===== src/rcl_regs.svh =====
// Purpose: Timing counts and setting field widths for the recloser block.
// Assumes: 100 MHz system clock; all recloser intervals counted in 100 ms ticks.
// Notes: Definitions only; included by bare name.
`ifndef RCL_REGS_SVH
`define RCL_REGS_SVH

`define RCL_CLK_MHZ 100
`define RCL_TICK_MS 100
`define RCL_TICK_CYCLES (`RCL_TICK_MS * 1000 * `RCL_CLK_MHZ)
`define RCL_TICKS_PER_SEC 10
`define RCL_ATTEMPTS_MAX 4
`define RCL_TENTHS_W 12
`define RCL_SECS_W 10
`define RCL_TIMER_W 14
`define RCL_PIN_W 10

// Positions inside the synchronised pin vector
`define RCL_PIN_OPEN_3P 9
`define RCL_PIN_OPEN_A 8
`define RCL_PIN_OPEN_B 7
`define RCL_PIN_OPEN_C 6
`define RCL_PIN_EXT_1P 5
`define RCL_PIN_EXT_3P 4
`define RCL_PIN_HOLD 3
`define RCL_PIN_CANCEL 2
`define RCL_PIN_LOCKOUT 1
`define RCL_PIN_RESET 0

`endif


===== src/rcl_pkg.sv =====
// Purpose: Types shared by the recloser modules.
// Assumes: rcl_regs.svh supplies the widths.
// Notes: One-hot state codes are written out.
`default_nettype none
`include "rcl_regs.svh"
package rcl_pkg;
    typedef logic [`RCL_TENTHS_W-1:0] rcl_tenths_t;
    typedef logic [`RCL_TIMER_W-1:0] rcl_timer_t;

    typedef enum logic [2:0] {
        RCL_SRC_NONE = 3'h0,
        RCL_SRC_INTERNAL = 3'h1,
        RCL_SRC_EXTERNAL = 3'h2,
        RCL_SRC_BOTH = 3'h3,
        RCL_SRC_OFF = 3'h4
    } rcl_source_e;

    typedef enum logic [1:0] {
        RCL_PROG_SINGLE = 2'h0,
        RCL_PROG_THREE = 2'h1,
        RCL_PROG_MIXED = 2'h2
    } rcl_program_e;

    typedef enum logic [5:0] {
        RCL_ST_RESET = 6'h01,
        RCL_ST_DELAY = 6'h02,
        RCL_ST_HOLD = 6'h04,
        RCL_ST_CLOSE = 6'h08,
        RCL_ST_SETTLE = 6'h10,
        RCL_ST_LOCKOUT = 6'h20
    } rcl_state_e;
endpackage
`default_nettype wire


===== src/rcl_tick_if.sv =====
// Purpose: Timebase link between the sequencer and its tick generator.
// Assumes: Single clock domain.
// Notes: restart realigns the tick phase so intervals are whole ticks.
`default_nettype none
interface rcl_tick_if;
    logic restart;
    logic tick;
    modport src (input restart, output tick);
    modport snk (output restart, input tick);
endinterface
`default_nettype wire


===== src/rcl_timebase.sv =====
// Purpose: 100 ms tick generator with phase restart.
// Assumes: clk at 100 MHz, srst synchronous active high.
// Notes: TICK_CYCLES is a parameter so simulation can shorten it.
`default_nettype none
`include "rcl_regs.svh"
module rcl_timebase #(
    parameter int unsigned TICK_CYCLES = `RCL_TICK_CYCLES
) (
    input wire logic clk,
    input wire logic srst,
    rcl_tick_if.src tb
);
    logic [31:0] cnt_ff;
    logic tick_ff;

    if (TICK_CYCLES < 2) begin : g_chk
        $error("rcl_timebase: TICK_CYCLES must be at least 2");
    end

    // Free-running divider, restarted when an interval is loaded
    always_ff @(posedge clk) begin
        if (srst || tb.restart) begin
            cnt_ff <= 32'h0;
            tick_ff <= 1'b0;
        end else if (cnt_ff == TICK_CYCLES - 1) begin
            cnt_ff <= 32'h0;
            tick_ff <= 1'b1;
        end else begin
            cnt_ff <= cnt_ff + 32'h1;
            tick_ff <= 1'b0;
        end
    end

    assign tb.tick = tick_ff;
endmodule // rcl_timebase
`default_nettype wire


===== src/rcl_recloser.sv =====
// Purpose: Breaker reclose sequencer: initiates, hold, cancel, lockout, reset.
// Assumes: Contact inputs are asynchronous pins; internal initiates share clk.
// Notes: Settings are static plain ports; intervals counted in 100 ms ticks.
`default_nettype none
`include "rcl_regs.svh"

// Summary of operation
// Breaker open from one contact (three-pole) or any of three (single-pole).
// Single-pole initiate starts single-pole sequence; external source supplies it.
// Three-pole initiate starts three-pole sequence; external source supplies it.
// With hold enabled, after delay wait up to hold interval for permit.
// No permit by end of hold interval: skip close, go to lockout.
// Hold polarity selectable: closed permits or open permits.
// Permit already present at reclose demand: close at once, no hold wait.
// Hold supervision covers every reclose attempt.
// In reset, initiates ignored while cancel asserted; stay in reset.
// Cancel during active cycle outside close pulse goes to lockout.
// Cancel during close pulse: finish pulse, then lockout.
// Cancel has no effect in lockout.
// Lockout input forces lockout at once and holds it there.
// Lockout input released: reset if breaker closed, else stay locked out.
// Reset input leaves lockout for reset only with breaker closed.
// Close output lasts the close-pulse length plus two clock cycles.
// Three-pole trip enable from cycle start until reset; kept on lockout.
// Lockout for other causes asserts three-pole trip enable throughout.
// Three-pole trip enable always on for three-pole program or source off.
// Outside relay uses inverted enable on a normally-closed contact.
// Cycle-active set at cycle start, cleared at reset or lockout.
// Lockout indication asserted throughout the lockout state.
// Settle interval after each close; fault restarts next delay or locks out.
// Source select chooses counted initiates: internal, external, both, none, off.
// One to four attempts, each own delay, timed from initiate.
// Close pulse length 0.1 to 2.0 s.
// Intervals counted by 100 ms ticks from the system clock.
module rcl_recloser
    import rcl_pkg::*;
#(
    parameter int unsigned TICK_CYCLES = `RCL_TICK_CYCLES
) (
    input wire logic clk,
    input wire logic srst,
    // Settings
    input wire logic [2:0] recloser_source_select,
    input wire logic [1:0] recloser_program_select,
    input wire logic trip_pole_select,
    input wire logic [2:0] attempt_count,
    input wire logic [3:0][`RCL_TENTHS_W-1:0] attempt_delay,
    input wire logic hold_enable,
    input wire logic hold_normally_closed,
    input wire logic [`RCL_SECS_W-1:0] supervision_wait_setting,
    input wire logic [`RCL_TENTHS_W-1:0] settle_interval_setting,
    input wire logic [4:0] close_pulse_length,
    // Internal initiates from protection logic on clk
    input wire logic single_pole_initiate_int,
    input wire logic three_pole_initiate_int,
    // Contact inputs (asynchronous)
    input wire logic breaker_open_3p,
    input wire logic breaker_open_a,
    input wire logic breaker_open_b,
    input wire logic breaker_open_c,
    input wire logic single_pole_initiate_ext,
    input wire logic three_pole_initiate_ext,
    input wire logic hold_in,
    input wire logic cancel_in,
    input wire logic lockout_in,
    input wire logic reset_in,
    // Outputs
    output logic close_out,
    output logic three_pole_trip_enable,
    output logic cycle_active_flag,
    output logic lockout_flag
);
    rcl_tick_if tb_if ();

    logic [`RCL_PIN_W-1:0] pin_meta_ff;
    logic [`RCL_PIN_W-1:0] pin_ff;
    logic [1:0] init_prev_ff;
    logic lockout_prev_ff;
    rcl_state_e state_ff;
    rcl_state_e nxt_state;
    rcl_timer_t timer_ff;
    rcl_timer_t nxt_timer;
    logic [1:0] attempt_ff;
    logic [1:0] nxt_attempt;
    logic cancel_pend_ff;
    logic close_ff;
    logic tpte_ff;
    logic active_ff;
    logic lock_ff;
    logic load;
    logic breaker_closed;
    logic permit;
    logic init_1p;
    logic init_3p;
    logic [1:0] init_lvl;
    logic [1:0] init_rise;
    logic any_init;
    logic tick_done;
    rcl_source_e src;
    rcl_program_e prog;

    if (TICK_CYCLES < 2) begin : g_chk
        $error("rcl_recloser: TICK_CYCLES must be at least 2");
    end

    rcl_timebase #(
        .TICK_CYCLES(TICK_CYCLES)
    ) u_timebase (
        .clk(clk),
        .srst(srst),
        .tb(tb_if.src)
    );

    assign src = rcl_source_e'(recloser_source_select);
    assign prog = rcl_program_e'(recloser_program_select);

    // Two-stage synchroniser for every contact input
    always_ff @(posedge clk) begin
        if (srst) begin
            pin_meta_ff <= '0;
            pin_ff <= '0;
        end else begin
            pin_meta_ff <= {breaker_open_3p, breaker_open_a, breaker_open_b, breaker_open_c,
                single_pole_initiate_ext, three_pole_initiate_ext, hold_in, cancel_in,
                lockout_in, reset_in};
            pin_ff <= pin_meta_ff;
        end
    end

    // Breaker position from one or three auxiliary contacts
    always_comb begin
        if (trip_pole_select) begin
            breaker_closed = !(pin_ff[`RCL_PIN_OPEN_A] || pin_ff[`RCL_PIN_OPEN_B]
                || pin_ff[`RCL_PIN_OPEN_C]);
        end else begin
            breaker_closed = !pin_ff[`RCL_PIN_OPEN_3P];
        end
    end

    // Hold permit state follows the contact type
    assign permit = hold_normally_closed ? pin_ff[`RCL_PIN_HOLD]
        : !pin_ff[`RCL_PIN_HOLD];

    // Initiate sources selected by mode; none and off count nothing
    always_comb begin
        init_1p = 1'b0;
        init_3p = 1'b0;
        unique case (src)
            RCL_SRC_INTERNAL: begin
                init_1p = single_pole_initiate_int;
                init_3p = three_pole_initiate_int;
            end
            RCL_SRC_EXTERNAL: begin
                init_1p = pin_ff[`RCL_PIN_EXT_1P];
                init_3p = pin_ff[`RCL_PIN_EXT_3P];
            end
            RCL_SRC_BOTH: begin
                init_1p = single_pole_initiate_int || pin_ff[`RCL_PIN_EXT_1P];
                init_3p = three_pole_initiate_int || pin_ff[`RCL_PIN_EXT_3P];
            end
            default: begin
                init_1p = 1'b0;
                init_3p = 1'b0;
            end
        endcase
    end

    // Initiates act on assertion, not on a held level
    assign init_lvl = {init_1p, init_3p};
    assign init_rise = init_lvl & ~init_prev_ff;
    assign any_init = |init_rise;
    assign tick_done = (timer_ff == '0);

    always_ff @(posedge clk) begin
        if (srst) begin
            init_prev_ff <= 2'h0;
            lockout_prev_ff <= 1'b0;
        end else begin
            init_prev_ff <= init_lvl;
            lockout_prev_ff <= pin_ff[`RCL_PIN_LOCKOUT];
        end
    end

    // Sequencer next state, interval load and attempt index
    always_comb begin
        nxt_state = state_ff;
        nxt_timer = timer_ff;
        nxt_attempt = attempt_ff;
        load = 1'b0;
        if (tb_if.tick && !tick_done) begin
            nxt_timer = timer_ff - `RCL_TIMER_W'(1);
        end
        unique case (state_ff)
            RCL_ST_RESET: begin
                if (!pin_ff[`RCL_PIN_CANCEL] && any_init) begin
                    nxt_attempt = 2'h0;
                    if ((init_rise[1] && prog != RCL_PROG_THREE)
                        || (init_rise[0] && prog != RCL_PROG_SINGLE)) begin
                        nxt_state = RCL_ST_DELAY;
                        nxt_timer = `RCL_TIMER_W'(attempt_delay[0]);
                        load = 1'b1;
                    end else begin
                        nxt_state = RCL_ST_LOCKOUT;
                    end
                end
            end
            RCL_ST_DELAY: begin
                if (pin_ff[`RCL_PIN_CANCEL]) begin
                    nxt_state = RCL_ST_LOCKOUT;
                end else if (tick_done) begin
                    load = 1'b1;
                    if (hold_enable && !permit) begin
                        nxt_state = RCL_ST_HOLD;
                        nxt_timer = `RCL_TIMER_W'(supervision_wait_setting
                            * `RCL_TICKS_PER_SEC);
                    end else begin
                        nxt_state = RCL_ST_CLOSE;
                        nxt_timer = `RCL_TIMER_W'(close_pulse_length);
                    end
                end
            end
            RCL_ST_HOLD: begin
                if (pin_ff[`RCL_PIN_CANCEL]) begin
                    nxt_state = RCL_ST_LOCKOUT;
                end else if (permit) begin
                    nxt_state = RCL_ST_CLOSE;
                    nxt_timer = `RCL_TIMER_W'(close_pulse_length);
                    load = 1'b1;
                end else if (tick_done) begin
                    nxt_state = RCL_ST_LOCKOUT;
                end
            end
            RCL_ST_CLOSE: begin
                if (tick_done) begin
                    if (cancel_pend_ff || pin_ff[`RCL_PIN_CANCEL]) begin
                        nxt_state = RCL_ST_LOCKOUT;
                    end else begin
                        nxt_state = RCL_ST_SETTLE;
                        nxt_timer = `RCL_TIMER_W'(settle_interval_setting);
                        load = 1'b1;
                    end
                end
            end
            RCL_ST_SETTLE: begin
                if (pin_ff[`RCL_PIN_CANCEL]) begin
                    nxt_state = RCL_ST_LOCKOUT;
                end else if (any_init) begin
                    if ({1'b0, attempt_ff} + 3'h1 < attempt_count) begin
                        nxt_attempt = attempt_ff + 2'h1;
                        nxt_state = RCL_ST_DELAY;
                        nxt_timer = `RCL_TIMER_W'(attempt_delay[attempt_ff + 2'h1]);
                        load = 1'b1;
                    end else begin
                        nxt_state = RCL_ST_LOCKOUT;
                    end
                end else if (tick_done) begin
                    nxt_state = RCL_ST_RESET;
                end
            end
            RCL_ST_LOCKOUT: begin
                // Cancel is not looked at here
                if (!pin_ff[`RCL_PIN_LOCKOUT] && breaker_closed
                    && (lockout_prev_ff || pin_ff[`RCL_PIN_RESET])) begin
                    nxt_state = RCL_ST_RESET;
                end
            end
            default: begin
                nxt_state = RCL_ST_LOCKOUT;
            end
        endcase
        // Lockout input overrides everything, close pulse included
        if (pin_ff[`RCL_PIN_LOCKOUT]) begin
            nxt_state = RCL_ST_LOCKOUT;
            load = 1'b0;
        end
    end

    assign tb_if.restart = load;

    always_ff @(posedge clk) begin
        if (srst) begin
            state_ff <= RCL_ST_RESET;
            timer_ff <= '0;
            attempt_ff <= 2'h0;
        end else begin
            state_ff <= nxt_state;
            timer_ff <= nxt_timer;
            attempt_ff <= nxt_attempt;
        end
    end

    // Cancel seen during the close pulse is remembered until it ends
    always_ff @(posedge clk) begin
        if (srst || state_ff != RCL_ST_CLOSE) begin
            cancel_pend_ff <= 1'b0;
        end else if (pin_ff[`RCL_PIN_CANCEL]) begin
            cancel_pend_ff <= 1'b1;
        end
    end

    // Outputs registered from the next state so they align with it
    always_ff @(posedge clk) begin
        if (srst) begin
            close_ff <= 1'b0;
            tpte_ff <= 1'b0;
            active_ff <= 1'b0;
            lock_ff <= 1'b0;
        end else begin
            close_ff <= (nxt_state == RCL_ST_CLOSE);
            active_ff <= (nxt_state != RCL_ST_RESET)
                && (nxt_state != RCL_ST_LOCKOUT);
            lock_ff <= (nxt_state == RCL_ST_LOCKOUT);
            tpte_ff <= (nxt_state != RCL_ST_RESET)
                || (prog == RCL_PROG_THREE) || (src == RCL_SRC_OFF);
        end
    end

    // Enable is active high; an outside relay inverts it onto a closed-at-rest contact
    assign close_out = close_ff;
    assign three_pole_trip_enable = tpte_ff;
    assign cycle_active_flag = active_ff;
    assign lockout_flag = lock_ff;
endmodule // rcl_recloser
`default_nettype wire


===== config.mk =====
export PLATFORM = sky130hd
export DESIGN_NAME = rcl_recloser
export DESIGN_NICKNAME = d
export VERILOG_FILES = /design/src/rcl_pkg.sv /design/src/rcl_tick_if.sv /design/src/rcl_timebase.sv /design/src/rcl_recloser.sv
export VERILOG_INCLUDE_DIRS = /design/src
export SDC_FILE = /design/constraint.sdc
export NUM_CORES = 1
export LEC_CHECK = 0
export ABC_AREA = 1
export BUFFER_PORTS_ARGS = -buffer_cell sky130_fd_sc_hd__buf_2
export CORE_MARGIN = 2
export CORE_UTILIZATION = 30
export CTS_BUF_LIST = sky130_fd_sc_hd__clkbuf_4
export CTS_CLUSTER_SIZE = 24
export DETAILED_ROUTE_END_ITERATION = 10
export SLEW_MARGIN = 20
export SYNTH_ARGS = -nofsm -noshare
export SYNTH_HDL_FRONTEND = slang
export SYNTH_SLANG_ARGS = --single-unit
export TNS_END_PERCENT = 30

===== constraint.sdc =====
create_clock -name clk -period 2.7 [get_ports clk]
set_input_delay 0.27 -clock clk [delete_from_list [all_inputs] [get_ports clk]]
set_output_delay 0.27 -clock clk [all_outputs]
set_load 0.1 [all_outputs]

==> results.json <==
{
  "status": "finished clean",
  "wl_met3_um": 469,
  "pre_cts_ws_ns": 0.311,
  "wl_um": 15800,
  "cts.hold.buffers_added": 10,
  "post_cts_resized": 0,
  "synth_edf_count": 0,
  "finalHoldViolations": 0,
  "rsz0062_at_grt": "false",
  "fin_cells": 1243,
  "first_iter_violations": 334,
  "grt_pass1_wl_um": 26400,
  "start_util": 0.306,
  "dpl.hpwl_um": 12700,
  "clkPwrFrac": 0.252,
  "maxCapViolations": 0,
  "insertion_delay_ns": 0.45,
  "end_kind": "flip-flop",
  "slew_headroom": 0.659,
  "drcViolationCount": 0,
  "top_layer_used": "met4",
  "cp.required_ns": 3.08,
  "p_leak_uw": 0.00316,
  "cts_buffer_depth": 2,
  "synth_top_area_frac": 0.292,
  "fin_util": 0.360,
  "fin_tns_setup_ns": 0,
  "arrival_ns": 2.80,
  "cts_tree": "built",
  "ir_drop_mv": 0.173,
  "finalNetCount": 1127,
  "layout_setup_ws_ns": 0.279,
  "track_usage": 0.163,
  "area_growth_pct": 17.9,
  "switching_share": 0.366,
  "startpoint_type": "flip-flop",
  "async_flop_share": 0,
  "ctsRootBufferMaster": "clkbuf_4",
  "period_needed_ns": 2.42,
  "vias_per_cell": 4.75,
  "vias": 5904,
  "p_sw_uw": 1090,
  "synth_top_cell_by_area": "dfxtp_1",
  "synth_cell_type_count": 47,
  "finalCritPeriodShare": 0.897,
  "slew_violations": 0,
  "worst_clock_skew_ns": 0.0167,
  "grt_antenna_before_repair": 0,
  "grt_max_degree": 38,
  "cts.clk_slew.worst_paths_ns": 0.14,
  "grt_overflow": 0,
  "gp_congestion": 0.943,
  "synthCells": 889,
  "drtPass1Iterations": 4,
  "ant_nets": 0,
  "cts_buffers": 9,
  "dieHeight_um": 142,
  "intPower_uw": 1880,
  "synth_flop_cell": "dfxtp_1",
  "die_area_sq_mm": 0.0201,
  "core-area_sq_mm": 0.0186,
  "io_buffers": 103,
  "power_density_mw_per_mm2": 443,
  "synth_area_leaders": "dfxtp_1 29%, nand2_1 13%, nor2_1 11%",
  "wl_per_cell_um": 12.7,
  "synth.most_common_cell": "nand2_1",
  "std_cell_rows": 50,
  "seq_power_share": 0.436,
  "post_cts_buffers": 0,
  "synth_nets": 1012,
  "die_w_um": 142,
  "syn_area_per_cell_sq_um": 6.41,
  "cts_max_level": 3,
  "clock_sinks": 83,
  "wl_met2_um": 7910,
  "ys_ff_latch": 83,
  "crit-reg2reg-launch": "attempt_ff[0]",
  "syn-cell-area_sq_mm": 0.00570,
  "combPwrFrac": 0.313,
  "max_freq_mhz": 413,
  "pin_count": 104,
  "setup_viol": 0,
  "critPathMaxFanout": 32,
  "ys_seq_area_frac": 0.292,
  "layout-drive-gt1-share": 0.184,
  "grt_pass1_vias": 5636,
  "ys_top_cells_by_count": "194 x nand2_1, 167 x nor2_1, 114 x inv_1",
  "diodes": 0,
  "worstSetupPathType": "flip-flop to flip-flop",
  "hold_path.class": "primary input to flip-flop",
  "worstMarginPinSlew_ns": 0.515,
  "crit_path_start": "attempt_ff[0]",
  "met1_length_um": 7080,
  "dp.cells": 1217,
  "yosysWarnings": 0,
  "hp-start": "supervision_wait_setting[9]"
}
## area by class of cell
class	instances	area (sq um)
Inverter	124	465
Clock buffer	9	67.6
Tap cell	234	293
Clock inverter	7	75.1
Multi-Input combinational cell	664	3470
Fill cell	2045	11900
Timing Repair Buffer	122	683
Sequential cell	83	1660
## stage by stage
| step | instance area, sq um | power [uW] | hold WS (ns) |
|---|---|---|---|
| 6_report | 6720 | 2970 | 0.108 |
| 2_1_floorplan | 5700 | 1970 | 0.377 |
| 5_1_grt | 6720 | 3180 | 0.0740 |
| 4_1_cts | 6720 | 3000 | 0.0825 |
| 3_3_place_gp | 6470 | 2230 | 0.391 |
| 3_5_place_dp | 6470 | 2230 | 0.395 |
## worst paths after layout
check	cells past startpoint	slack, ns	to
setup / recovery	10	0.28	u_timebase.cnt_ff[11]
hold / removal	3	0.11	timer_ff[13]
setup reg to reg	10	0.28	u_timebase.cnt_ff[11]
hold reg to reg	2	0.41	pin_ff[3]
## logic make-up after synthesis
| group | count (synthesis) | share of synthesized area |
|---|---|---|
| compound gates | 99 | 0.105 |
| xor+xnor | 29 | 0.0446 |
| fa+ha+maj | 23 | 0.0518 |
| buf+inv | 142 | 0.0991 |
| flops | 83 | 0.292 |
| mux | 1 | 0.00176 |
| simple gates | 512 | 0.406 |
## per-layer routing
layer	global-route usage	vias to the layer above
met5	0	-
met4	0.0505	0
met3	0.0287	28
met2	0.293	92
met1	0.197	2698
li1	-	3086
## critical path: stages (launching register included)
cell and delay (ns):
dfxtp_1 0.34, ha_1 0.31, ha_1 0.29, nand2_1 0.05, o21ai_1 0.22, inv_1 0.10, nand3_2 0.18, nand3_4 0.15
nand2_2 0.12, nand3_4 0.35, a21oi_1 0.25
## power by group through the flow
stage,logic (uW),registers [uW],clock network (uW)
2_1_floorplan,598,1370,0
3_3_place_gp,908,1320,0
3_5_place_dp,911,1320,0
4_1_cts,926,1290,780
5_1_grt,1050,1300,835
6_report,930,1290,748
## sequential cells by signal, summed over array words and instances, names as in the netlist
name                    cells
attempt_ff                  2
pin_meta_ff                10
lockout_prev_ff             1
state_ff                    6
cancel_pend_ff              1
u_timebase.cnt_ff          32
init_prev_ff                2
cycle_active_flag           1
lockout_flag                1
three_pole_trip_enable      1
pin_ff                     10
u_timebase.tb.tick          1
close_out                   1
timer_ff                   14
## cells in the final DEF, fill, tap and decap left out, types with 4 or more instances in the layout
master         instances
a21oi_2               10
nand4_1               25
a32o_1                 4
a21oi_1               28
buf_4                  9
nand2_2                7
buf_2                103
dfxtp_1               83
xnor2_1                9
nand3_1               61
xor2_1                20
nor4_1                 5
inv_2                  9
nand2_1              194
nor2_2                 7
dlygate4sd3_1         10
nor2_1               167
nor2_4                 4
nand2_4                4
o22ai_1                6
o21ai_0               34
inv_1                114
ha_1                  22
or2_2                  8
nor3_1                17
clkbuf_4               9
Note: power is estimated with default switching activity, not from simulation.
